File: src/pbm_pkg.sv
// Package of constants and register map for the port B alternate function mux.
package pbm_pkg;
    // ==========================================================
    // Register byte addresses (APB, one aligned word each)
    localparam logic [7:0] PBM_CTRL_OFS   = 8'h00;
    localparam logic [7:0] PBM_FUSE_OFS   = 8'h04;
    localparam logic [7:0] PBM_SRC_OFS    = 8'h08;
    localparam logic [7:0] PBM_STAT_OFS   = 8'h0C;
    localparam logic [7:0] PBM_OVR_OFS    = 8'h10;
    // ==========================================================
    // Field positions of the control register
    localparam int PBM_CTRL_PORT_LSB  = 0;
    localparam int PBM_CTRL_DIR_LSB   = 4;
    localparam int PBM_CTRL_MASK_LSB  = 8;
    localparam int PBM_CTRL_GRP_BIT   = 12;
    localparam int PBM_CTRL_EXT_IRQ_ZERO_BIT  = 13;
    // Field positions of the fuse register; a fuse bit of 0 means programmed.
    localparam int PBM_FUSE_SYSCLK_OUT_FUSE_BIT = 0;
    localparam int PBM_FUSE_RSTD_BIT  = 1;
    localparam int PBM_FUSE_ONEWIRE_DEBUG_FUSE_BIT  = 2;
    localparam int PBM_FUSE_LOCK_LSB  = 4;
    localparam int PBM_LOCK_W         = 2;
    // Clock source codes in the source register.
    localparam logic [1:0] PBM_CLK_RC     = 2'h0;
    localparam logic [1:0] PBM_CLK_EXT    = 2'h1;
    localparam logic [1:0] PBM_CLK_XTAL   = 2'h2;
    localparam logic [1:0] PBM_CLK_LFXTAL = 2'h3;
    // ==========================================================
    // Reset values; fuses come up unprogrammed.
    localparam logic [31:0] PBM_CTRL_RST = 32'h0000_0000;
    localparam logic [31:0] PBM_FUSE_RST = 32'h0000_0037;
    localparam logic [31:0] PBM_SRC_RST  = 32'h0000_0000;
    localparam int PBM_NPIN = 4;
endpackage

File: src/pbm_pin_mux.sv
// One pin's override combiner, registered.
`timescale 1ns/1ps
`default_nettype none
module pbm_pin_mux
(
    input  wire logic pclk,
    input  wire logic presetn,
    input  wire logic reg_pullup,
    input  wire logic reg_dir,
    input  wire logic reg_outval,
    input  wire logic reg_din_en,
    input  wire logic pullup_ovr_en,
    input  wire logic pullup_ovr_val,
    input  wire logic dir_ovr_en,
    input  wire logic dir_ovr_val,
    input  wire logic outval_ovr_en,
    input  wire logic outval_ovr_val,
    input  wire logic din_en_ovr_en,
    input  wire logic din_en_ovr_val,
    output logic      pull_en,
    output logic      dir,
    output logic      outval,
    output logic      din_en
);
    logic next_pullup;
    logic next_dir;
    logic next_outval;
    logic next_din_en;

    always_comb
    begin
        next_pullup = pullup_ovr_en ? pullup_ovr_val : reg_pullup;
        next_dir    = dir_ovr_en    ? dir_ovr_val    : reg_dir;
        next_outval = outval_ovr_en ? outval_ovr_val : reg_outval;
        next_din_en = din_en_ovr_en ? din_en_ovr_val : reg_din_en;
    end

    always_ff @(posedge pclk or negedge presetn)
    begin
        if (!presetn)
        begin
            pull_en <= 1'b0;
            dir     <= 1'b0;
            outval  <= 1'b0;
            din_en  <= 1'b0;
        end
        else
        begin
            pull_en <= next_pullup;
            dir     <= next_dir;
            outval  <= next_outval;
            din_en  <= next_din_en;
        end
    end
endmodule
`default_nettype wire

File: src/pbm_top.sv
// Port B alternate function mux with APB configuration registers.
//
// Summary of operation
// - Pin 0 is oscillator pin one except with the RC oscillator.
// - Pin 1 is oscillator pin two only for crystal clock sources.
// - Compare-A output reaches pin 2 only with its direction bit set.
// - Pin 2 carries the PWM waveform in PWM modes too.
// - Clock-output fuse drives system clock on pin 2, but not in reset, where the pin flops hold 0.
// - Pin 2 input forced on by external irq or pin-change source.
// - Pin 3 is the active-low reset when reset-disable fuse unprogrammed.
// - Reset-disable flag or debug overrides pin 3, pull-up value one.
// - Debug is active only with its fuse programmed and locks clear.
// - Debug makes pin 3 open-drain, driven low only while transmitting.
// - Pins 0..3 feed pin-change group one sources 8..11.
// - Crystal clocks override pins 0,1; external clock overrides pin 0.
//
// Decided for this implementation: the APB slave port and the register offsets.
`timescale 1ns/1ps
`default_nettype none
module pbm_top
    import pbm_pkg::*;
(
    input  wire logic        pclk,
    input  wire logic        presetn,
    input  wire logic        psel,
    input  wire logic        penable,
    input  wire logic        pwrite,
    input  wire logic [7:0]  paddr,
    input  wire logic [31:0] pwdata,
    output logic      [31:0] prdata,
    output logic             pready,
    output logic             pslverr,
    input  wire logic        sysclk_level,
    input  wire logic        tmr0_cmp_a_out,
    input  wire logic        tmr0_cmp_a_en,
    input  wire logic        debug_transmit,
    input  wire logic        power_down_state,
    input  wire logic [3:0]  pin_in,
    output logic      [3:0]  pin_pullup,
    output logic      [3:0]  pin_dir,
    output logic      [3:0]  pin_outval,
    output logic      [3:0]  pin_din_en,
    output logic             onewire_debug_active,
    output logic             ext_reset_n,
    output logic      [3:0]  pinchg_src
);
    import pbm_pkg::*;

    // ==========================================================
    // Register state
    logic [31:0] ctrl;
    logic [31:0] fuse;
    logic [31:0] src;
    logic [31:0] next_ctrl;
    logic [31:0] next_fuse;
    logic [31:0] next_src;
    logic [31:0] next_prdata;
    logic        next_pready;
    logic        next_pslverr;
    logic [3:0]  ovr_vec;

    wire logic acc     = psel && !penable;
    wire logic wr_done = psel && penable && pready && pwrite;

    always_comb
    begin
        next_ctrl    = ctrl;
        next_fuse    = fuse;
        next_src     = src;
        next_prdata  = prdata;
        next_pready  = 1'b0;
        next_pslverr = 1'b0;
        if (acc)
        begin
            next_pready = 1'b1;
            if (pwrite)
            begin
                case (paddr)
                    PBM_CTRL_OFS: next_pslverr = 1'b0;
                    PBM_FUSE_OFS: next_pslverr = 1'b0;
                    PBM_SRC_OFS:  next_pslverr = 1'b0;
                    PBM_STAT_OFS: next_pslverr = 1'b0;
                    PBM_OVR_OFS:  next_pslverr = 1'b0;
                    default:      next_pslverr = 1'b1;
                endcase
            end
            else
            begin
                case (paddr)
                    PBM_CTRL_OFS: next_prdata = ctrl;
                    PBM_FUSE_OFS: next_prdata = fuse;
                    PBM_SRC_OFS:  next_prdata = src;
                    PBM_STAT_OFS: next_prdata = {22'h0, onewire_debug_active, ext_reset_n,
                                                 pin_din_en, pin_in};
                    PBM_OVR_OFS:  next_prdata = {12'h0, pin_outval, pin_dir, pin_pullup, ovr_vec, 4'h0};
                    default:
                    begin
                        next_prdata  = 32'h0000_0000;
                        next_pslverr = 1'b1;
                    end
                endcase
            end
        end
        // Writes land at the edge that completes the access phase, where the master sees pready.
        if (wr_done)
        begin
            case (paddr)
                PBM_CTRL_OFS: next_ctrl = {18'h0, pwdata[13:0]};
                PBM_FUSE_OFS: next_fuse = {26'h0, pwdata[5:0]};
                PBM_SRC_OFS:  next_src  = {30'h0, pwdata[1:0]};
                default:      next_ctrl = ctrl;
            endcase
        end
    end

    // Answer lands one cycle after setup, so the access phase is always one cycle.
    always_ff @(posedge pclk or negedge presetn)
    begin
        if (!presetn)
        begin
            ctrl    <= PBM_CTRL_RST;
            fuse    <= PBM_FUSE_RST;
            src     <= PBM_SRC_RST;
            prdata  <= 32'h0000_0000;
            pready  <= 1'b0;
            pslverr <= 1'b0;
        end
        else
        begin
            ctrl    <= next_ctrl;
            fuse    <= next_fuse;
            src     <= next_src;
            prdata  <= next_prdata;
            pready  <= next_pready;
            pslverr <= next_pslverr;
        end
    end

    // ==========================================================
    // Decoded conditions
    wire logic [3:0] port_bits = ctrl[PBM_CTRL_PORT_LSB +: 4];
    wire logic [3:0] dir_bits  = ctrl[PBM_CTRL_DIR_LSB +: 4];
    wire logic [3:0] src_mask  = ctrl[PBM_CTRL_MASK_LSB +: 4];
    wire logic pinchg_group1_en = ctrl[PBM_CTRL_GRP_BIT];
    wire logic ext_irq_zero     = ctrl[PBM_CTRL_EXT_IRQ_ZERO_BIT];
    wire logic sysclk_out_fuse   = !fuse[PBM_FUSE_SYSCLK_OUT_FUSE_BIT];
    wire logic reset_pin_disable = !fuse[PBM_FUSE_RSTD_BIT];
    wire logic onewire_debug_fuse = !fuse[PBM_FUSE_ONEWIRE_DEBUG_FUSE_BIT];
    wire logic locks_clear = &fuse[PBM_FUSE_LOCK_LSB +: PBM_LOCK_W];
    wire logic dbg_on = onewire_debug_fuse && locks_clear;
    wire logic crystal_clk_selected = (src[1:0] == PBM_CLK_XTAL) || (src[1:0] == PBM_CLK_LFXTAL);
    wire logic extclk_selected      = (src[1:0] == PBM_CLK_EXT);
    wire logic [3:0] src_en = src_mask & {4{pinchg_group1_en}};

    // Register-derived defaults; pull-up when input with port bit high.
    logic [3:0] ovr_pu_en, ovr_pu_val, ovr_dd_en, ovr_dd_val;
    logic [3:0] ovr_pv_en, ovr_pv_val, ovr_di_en, ovr_di_val;

    always_comb
    begin
        // Pin 0: oscillator pin one unless the RC oscillator runs.
        ovr_pu_en[0]  = extclk_selected || crystal_clk_selected;
        ovr_pu_val[0] = 1'b0;
        ovr_dd_en[0]  = ovr_pu_en[0];
        ovr_dd_val[0] = 1'b0;
        ovr_pv_en[0]  = ovr_pu_en[0];
        ovr_pv_val[0] = 1'b0;
        ovr_di_en[0]  = ovr_pu_en[0] || src_en[0];
        ovr_di_val[0] = (extclk_selected && !power_down_state)
                      || (!extclk_selected && !crystal_clk_selected && src_en[0]);
        // Pin 1: oscillator pin two for crystal sources only.
        ovr_pu_en[1]  = crystal_clk_selected;
        ovr_pu_val[1] = 1'b0;
        ovr_dd_en[1]  = crystal_clk_selected;
        ovr_dd_val[1] = 1'b0;
        ovr_pv_en[1]  = crystal_clk_selected;
        ovr_pv_val[1] = 1'b0;
        ovr_di_en[1]  = crystal_clk_selected || src_en[1];
        ovr_di_val[1] = src_en[1];
        // Pin 2: clock output wins over the compare output.
        ovr_pu_en[2]  = sysclk_out_fuse;
        ovr_pu_val[2] = 1'b0;
        ovr_dd_en[2]  = sysclk_out_fuse;
        ovr_dd_val[2] = 1'b1;
        // Compare enable covers PWM too; direction stays under software control.
        ovr_pv_en[2]  = sysclk_out_fuse || (tmr0_cmp_a_en && dir_bits[2]);
        ovr_pv_val[2] = sysclk_out_fuse ? sysclk_level : tmr0_cmp_a_out;
        ovr_di_en[2]  = src_en[2] || ext_irq_zero;
        ovr_di_val[2] = src_en[2] || ext_irq_zero;
        // Pin 3: reset input, or open-drain debug line.
        ovr_pu_en[3]  = reset_pin_disable || dbg_on;
        ovr_pu_val[3] = 1'b1;
        ovr_dd_en[3]  = reset_pin_disable || dbg_on;
        ovr_dd_val[3] = dbg_on && debug_transmit;
        ovr_pv_en[3]  = reset_pin_disable || dbg_on;
        ovr_pv_val[3] = 1'b0;
        ovr_di_en[3]  = reset_pin_disable || dbg_on || src_en[3];
        ovr_di_val[3] = dbg_on || (reset_pin_disable && src_en[3]);
        // Reset pin use: pull-up on, driver and input off.
        if (!reset_pin_disable && !dbg_on)
        begin
            ovr_pu_en[3]  = 1'b1;
            ovr_dd_en[3]  = 1'b1;
            ovr_dd_val[3] = 1'b0;
            ovr_di_en[3]  = 1'b1;
            ovr_di_val[3] = 1'b0;
        end
    end

    assign ovr_vec = ovr_pu_en | ovr_dd_en | ovr_pv_en | ovr_di_en;

    // ==========================================================
    // Per-pin combiners
    genvar g;
    generate
        for (g = 0; g < PBM_NPIN; g++)
        begin : g_pin
            pbm_pin_mux u_pin
            (
                .pclk           (pclk),
                .presetn        (presetn),
                .reg_pullup     (port_bits[g] && !dir_bits[g]),
                .reg_dir        (dir_bits[g]),
                .reg_outval     (port_bits[g]),
                .reg_din_en     (1'b1),
                .pullup_ovr_en  (ovr_pu_en[g]),
                .pullup_ovr_val (ovr_pu_val[g]),
                .dir_ovr_en     (ovr_dd_en[g]),
                .dir_ovr_val    (ovr_dd_val[g]),
                .outval_ovr_en  (ovr_pv_en[g]),
                .outval_ovr_val (ovr_pv_val[g]),
                .din_en_ovr_en  (ovr_di_en[g]),
                .din_en_ovr_val (ovr_di_val[g]),
                .pull_en        (pin_pullup[g]),
                .dir            (pin_dir[g]),
                .outval         (pin_outval[g]),
                .din_en         (pin_din_en[g])
            );
        end
    endgenerate

    // Side outputs, registered; the reset line idles high when not in reset use.
    always_ff @(posedge pclk or negedge presetn)
    begin
        if (!presetn)
        begin
            onewire_debug_active <= 1'b0;
            ext_reset_n          <= 1'b1;
            pinchg_src           <= 4'h0;
        end
        else
        begin
            onewire_debug_active <= dbg_on;
            ext_reset_n          <= (reset_pin_disable || dbg_on) ? 1'b1 : pin_in[3];
            pinchg_src           <= pin_in & src_en;
        end
    end

    // ==========================================================
    // Checks
    apb_one_wait_a: assert property (@(posedge pclk) disable iff (!presetn)
        (psel && !penable) |=> pready)
        else $error("pready did not follow setup");
    sysclk_out_fuse_drive_a: assert property (@(posedge pclk) disable iff (!presetn)
        $past(sysclk_out_fuse) |-> (pin_dir[2] && !pin_pullup[2]))
        else $error("clock output pin not forced");
    cmp_dir_a: assert property (@(posedge pclk) disable iff (!presetn)
        ($past(!sysclk_out_fuse && !dir_bits[2])) |-> !pin_dir[2])
        else $error("pin 2 drives without direction bit");
    ext_irq_zero_din_a: assert property (@(posedge pclk) disable iff (!presetn)
        $past(ext_irq_zero) |-> pin_din_en[2])
        else $error("pin 2 input not enabled");
    // The pin flops still hold their reset values at the first edge after release.
    rst_pin_a: assert property (@(posedge pclk) disable iff (!presetn)
        ($past(presetn) && $past(!reset_pin_disable && !dbg_on)) |-> (pin_pullup[3] && !pin_dir[3] && !pin_din_en[3]))
        else $error("reset pin setup wrong");
    dbg_od_a: assert property (@(posedge pclk) disable iff (!presetn)
        $past(dbg_on) |-> (!pin_outval[3] && pin_pullup[3] && (pin_dir[3] == $past(debug_transmit))))
        else $error("debug line not open-drain");
    dbg_gate_a: assert property (@(posedge pclk) disable iff (!presetn)
        onewire_debug_active |-> $past(onewire_debug_fuse && locks_clear))
        else $error("debug active without fuse");
    osc_pins_a: assert property (@(posedge pclk) disable iff (!presetn)
        $past(crystal_clk_selected) |-> (pin_dir[1:0] == 2'h0 && pin_pullup[1:0] == 2'h0))
        else $error("oscillator pins not overridden");
endmodule
`default_nettype wire

File: config.mk
export PLATFORM = sky130hd
export DESIGN_NAME = pbm_top
export DESIGN_NICKNAME = d
export VERILOG_FILES = /design/src/pbm_pkg.sv /design/src/pbm_pin_mux.sv /design/src/pbm_top.sv
export SDC_FILE = /design/constraint.sdc
export NUM_CORES = 1
export LEC_CHECK = 0
export ABC_AREA = 1
export BUFFER_PORTS_ARGS = -buffer_cell sky130_fd_sc_hd__buf_2
export CAP_MARGIN = 10
export CORE_MARGIN = 8
export CORE_UTILIZATION = 47
export CTS_BUF_LIST = sky130_fd_sc_hd__clkbuf_2
export CTS_CLUSTER_SIZE = 24
export DETAILED_ROUTE_END_ITERATION = 8
export PLACE_DENSITY = 0.79
export SLEW_MARGIN = 20
export SYNTH_ARGS = -nofsm -noshare
export SYNTH_HDL_FRONTEND = slang
export SYNTH_SLANG_ARGS = --single-unit
export TNS_END_PERCENT = 20
File: constraint.sdc
create_clock -name pclk -period 1.05 [get_ports pclk]
set_input_delay 0 -clock pclk [delete_from_list [all_inputs] [get_ports pclk]]
set_output_delay 0 -clock pclk [all_outputs]
set_load 0.005 [all_outputs]
==> results.md <==
* Post-synth EDFFs at 0
* Root Driver: clkbuf_2
* RSZ-0062 raised after global routing: yes
* Netlist cell types at 27
* Filler cell count at 544
* # rows at 30
* Largest cells by area after synthesis: dfrtp_1 47%, nand2_1 14%, buf_4 6.7%
* Slack of the critical path at -0.0806 ns
* Routed len/inst at 15.3 um
* Crit path DAT at 1.13 ns
* Hold crit path type: input port to asynchronous set/reset pin
* Largest net degree at the start of global routing at 66
* Starting density of the core at 0.473
* Total track usage at 0.186
* Residual antenna-violating net count after detailed routing at 0
* HPWL after detailed placement at 6190 um
* CTS tree: yes
* Final hold viol count at 0
* Min cycle time layout at 1.13 ns
* Worst r2r src: pready
* DR DRC count at 0
* Clk slew on worst S/H paths at 0.18 ns
* Worst-Skew Late Latency at 0.48 ns
* Max Cap Viol at 0
* CP max stage cell: dfstp_2
* WHS at 0.0382 ns
* Area grow syn2layout at 32.3%
* Cts bufs inserted at 9
* Setup Crit Path Kind: flip-flop to primary output
* Status: finished, violations left
* R2r endpoint: src[0]
* Worst endpoint required time at 1.05 ns
* Final-stage net count at 549
* Die height at 97.8 um
* Worst-path fanout max at 2
* Num Clock Sinks at 65
* Core area at 0.00664 mm2
* Pre-CTS setup slack at -0.119 ns
* Vias in the first global route at 2,991
* Startpoint Class: flip-flop
* CP peak stage delay at 0.57 ns
* R2r setup slk at -0.08 ns
* Cell area after layout at 0.00416 mm2
* Die Wd at 97.8 um
* Max-slew violation count at 0
* DRT Pass-1 Iters at 5
* Syn Inst Count at 372
* Total gr overflow at 0
* WP buf/inv at 1
* Total power at 4.36 mW
* Delay-heaviest family, CP: flip-flops
* Vias at 2,915
* Worst setup EP type: primary output
* Avg Inst Size Synth at 8.46 um2
* Peak VDD IR at 0.529 mV
* Drt total wl at 8900 um
* Cell Area, Synth at 0.00315 mm2
* Share of cells above drive strength 1 at 0.352
* Tcrit/Tclk final at 1.08
* Syn. warnings at 0
* Yosys top cell area share at 0.469
* Clock buffer depth at 2
* Final setup fails at 34
* Dominant cell type by area after synthesis: dfrtp_1
* Via density at 5.02
* Fmax at 885 MHz
* Global-route wire length before repair at 14,300 um
* H-Tree Depth at 3
* Initial DRC Count at 236
* Initial antenna violation count at 0
* I/O pin count at 110
* Die Footprint at 0.00957 mm2
* P_leak at 2.27 nW
* Gpl congestion at 0.876
* Async S/R FF share, synth at 1.00
* Post-synthesis sequential area ratio at 0.519
* R2r worst-path depth at 6
* Placed cell area at 0.00358 mm2
* Placed cells at 528
* Worst Skew at 0.0220 ns
* Top FF cell, synth: dfrtp_1
* Power per cell area at 1050 mW/mm2
* Synthesis-stage register bit count at 65
* Failing checks: negative setup slack
* PortBufs at 79
* Critical Path, Cell by Cell: buf_6
* Non-filler cells, final at 581
-- through the flow --
step,TNS (ns),util
2_1_floorplan,-0.123,-
3_3_place_gp,-0.260,0.539
3_5_place_dp,-0.922,0.539
4_1_cts,-0.922,0.608
5_1_grt,-3.61,0.626
6_report,-0.907,0.626
-- flip-flops by register name (all words and copies together) (netlist names) --
| signal | cells |
|---|---|
| prdata | 20 |
| ctrl | 14 |
| fuse | 6 |
| g_pin.u_pin.din_en | 4 |
| g_pin.u_pin.dir | 4 |
| g_pin.u_pin.outval | 4 |
| pinchg_src | 4 |
| g_pin.u_pin.pull_en | 3 |
| src | 2 |
| ext_reset_n | 1 |
| onewire_debug_active | 1 |
| pready | 1 |
| pslverr | 1 |
-- power by group --
part	total [mW]	internal, mW	switching, mW
sequential	2.55	2.53	0.0182
clock	1.39	0.545	0.849
combinational	0.418	0.195	0.223
total	4.36	3.27	1.09
-- Yosys cell counts, types with 2 or more instances --
cell,instances
a21oi_1,8
buf_2,2
buf_4,28
buf_6,7
conb_1,2
dfrtp_1,59
dfstp_2,6
inv_1,32
inv_2,4
nand2_1,116
nand2_2,3
nand3_1,39
nor2_1,25
nor2_2,3
nor2_4,3
nor3_1,4
o21ai_0,9
o21ai_1,13
-- logic make-up (layout without fill, tap and decap cells) --
logic type | Yosys count | after routing | share of synthesized area
and+or+nand+nor | 198 | 200 | 0.278
buffers and inverters | 76 | 191 | 0.150
AOI/OAI and AO/OA | 31 | 31 | 0.0501
other | 2 | 14 | 0.00239
DFF | 65 | 65 | 0.519
-- tightest hold or removal path, delay by kind of cell --
| kind | cells | cell delay, ns |
|---|---|---|
| buffers and inverters | 3 | 0.95 |
-- cell usage in the layout, fill, tap and decap left out, drive strengths merged --
cell	count
conb	13
nor3	4
a21oi	8
nand4	1
o31ai	1
nor2	32
diode	1
o21ai	22
nand3	41
clkbuf	11
nor3b	1
nand2	121
buf	111
dfstp	6
inv	35
dfrtp	59
clkinv	5
bufinv	1
dlygate4sd3	28
-- worst max-delay path by stage --
stage / start / slack, ns / depth (start not counted) / endpoint
final: ext_reset_n / -0.08 / 1 / ext_reset_n
after global routing: ext_reset_n / -0.14 / 1 / ext_reset_n
after CTS: ext_reset_n / -0.10 / 1 / ext_reset_n
after detailed placement: fuse[0] / -0.12 / 7 / prdata[6]
after global placement: fuse[0] / -0.1 / 7 / prdata[6]
after floorplan: fuse[0] / -0.05 / 7 / prdata[6]
-- layer usage --
metal | vias up | share of wire | global-route usage
met5 | - | 0 | 0
met4 | 0 | 0.050 | 0.126
met3 | 37 | 0.062 | 0.0391
met2 | 116 | 0.49 | 0.300
met1 | 1393 | 0.40 | 0.218
li1 | 1369 | - | -
-- area by class of cell --
cell class | instances | area (um2) | share of cell area
inverters | 36 | 145 | 0.0349
flip-flops and latches | 65 | 1640 | 0.393
multi-input cells | 244 | 1210 | 0.292
well taps | 80 | 100 | 0.0241
repair buffers | 139 | 962 | 0.231
clock inverters | 5 | 46.3 | 0.0111
diodes | 1 | 2.50 | 0.000601
clock buffers | 11 | 55.1 | 0.0132
-- repair_timing --
action,4_1_cts,5_1_grt
endpoints found under the setup margin,39,76
hold buffers,28,0
gates resized for setup,17,27
hold endpoints to repair,102,0
gates cloned,1,1
setup buffers,3,3
pin swaps,7,12
Note: power is estimated with default switching activity, not from simulation.
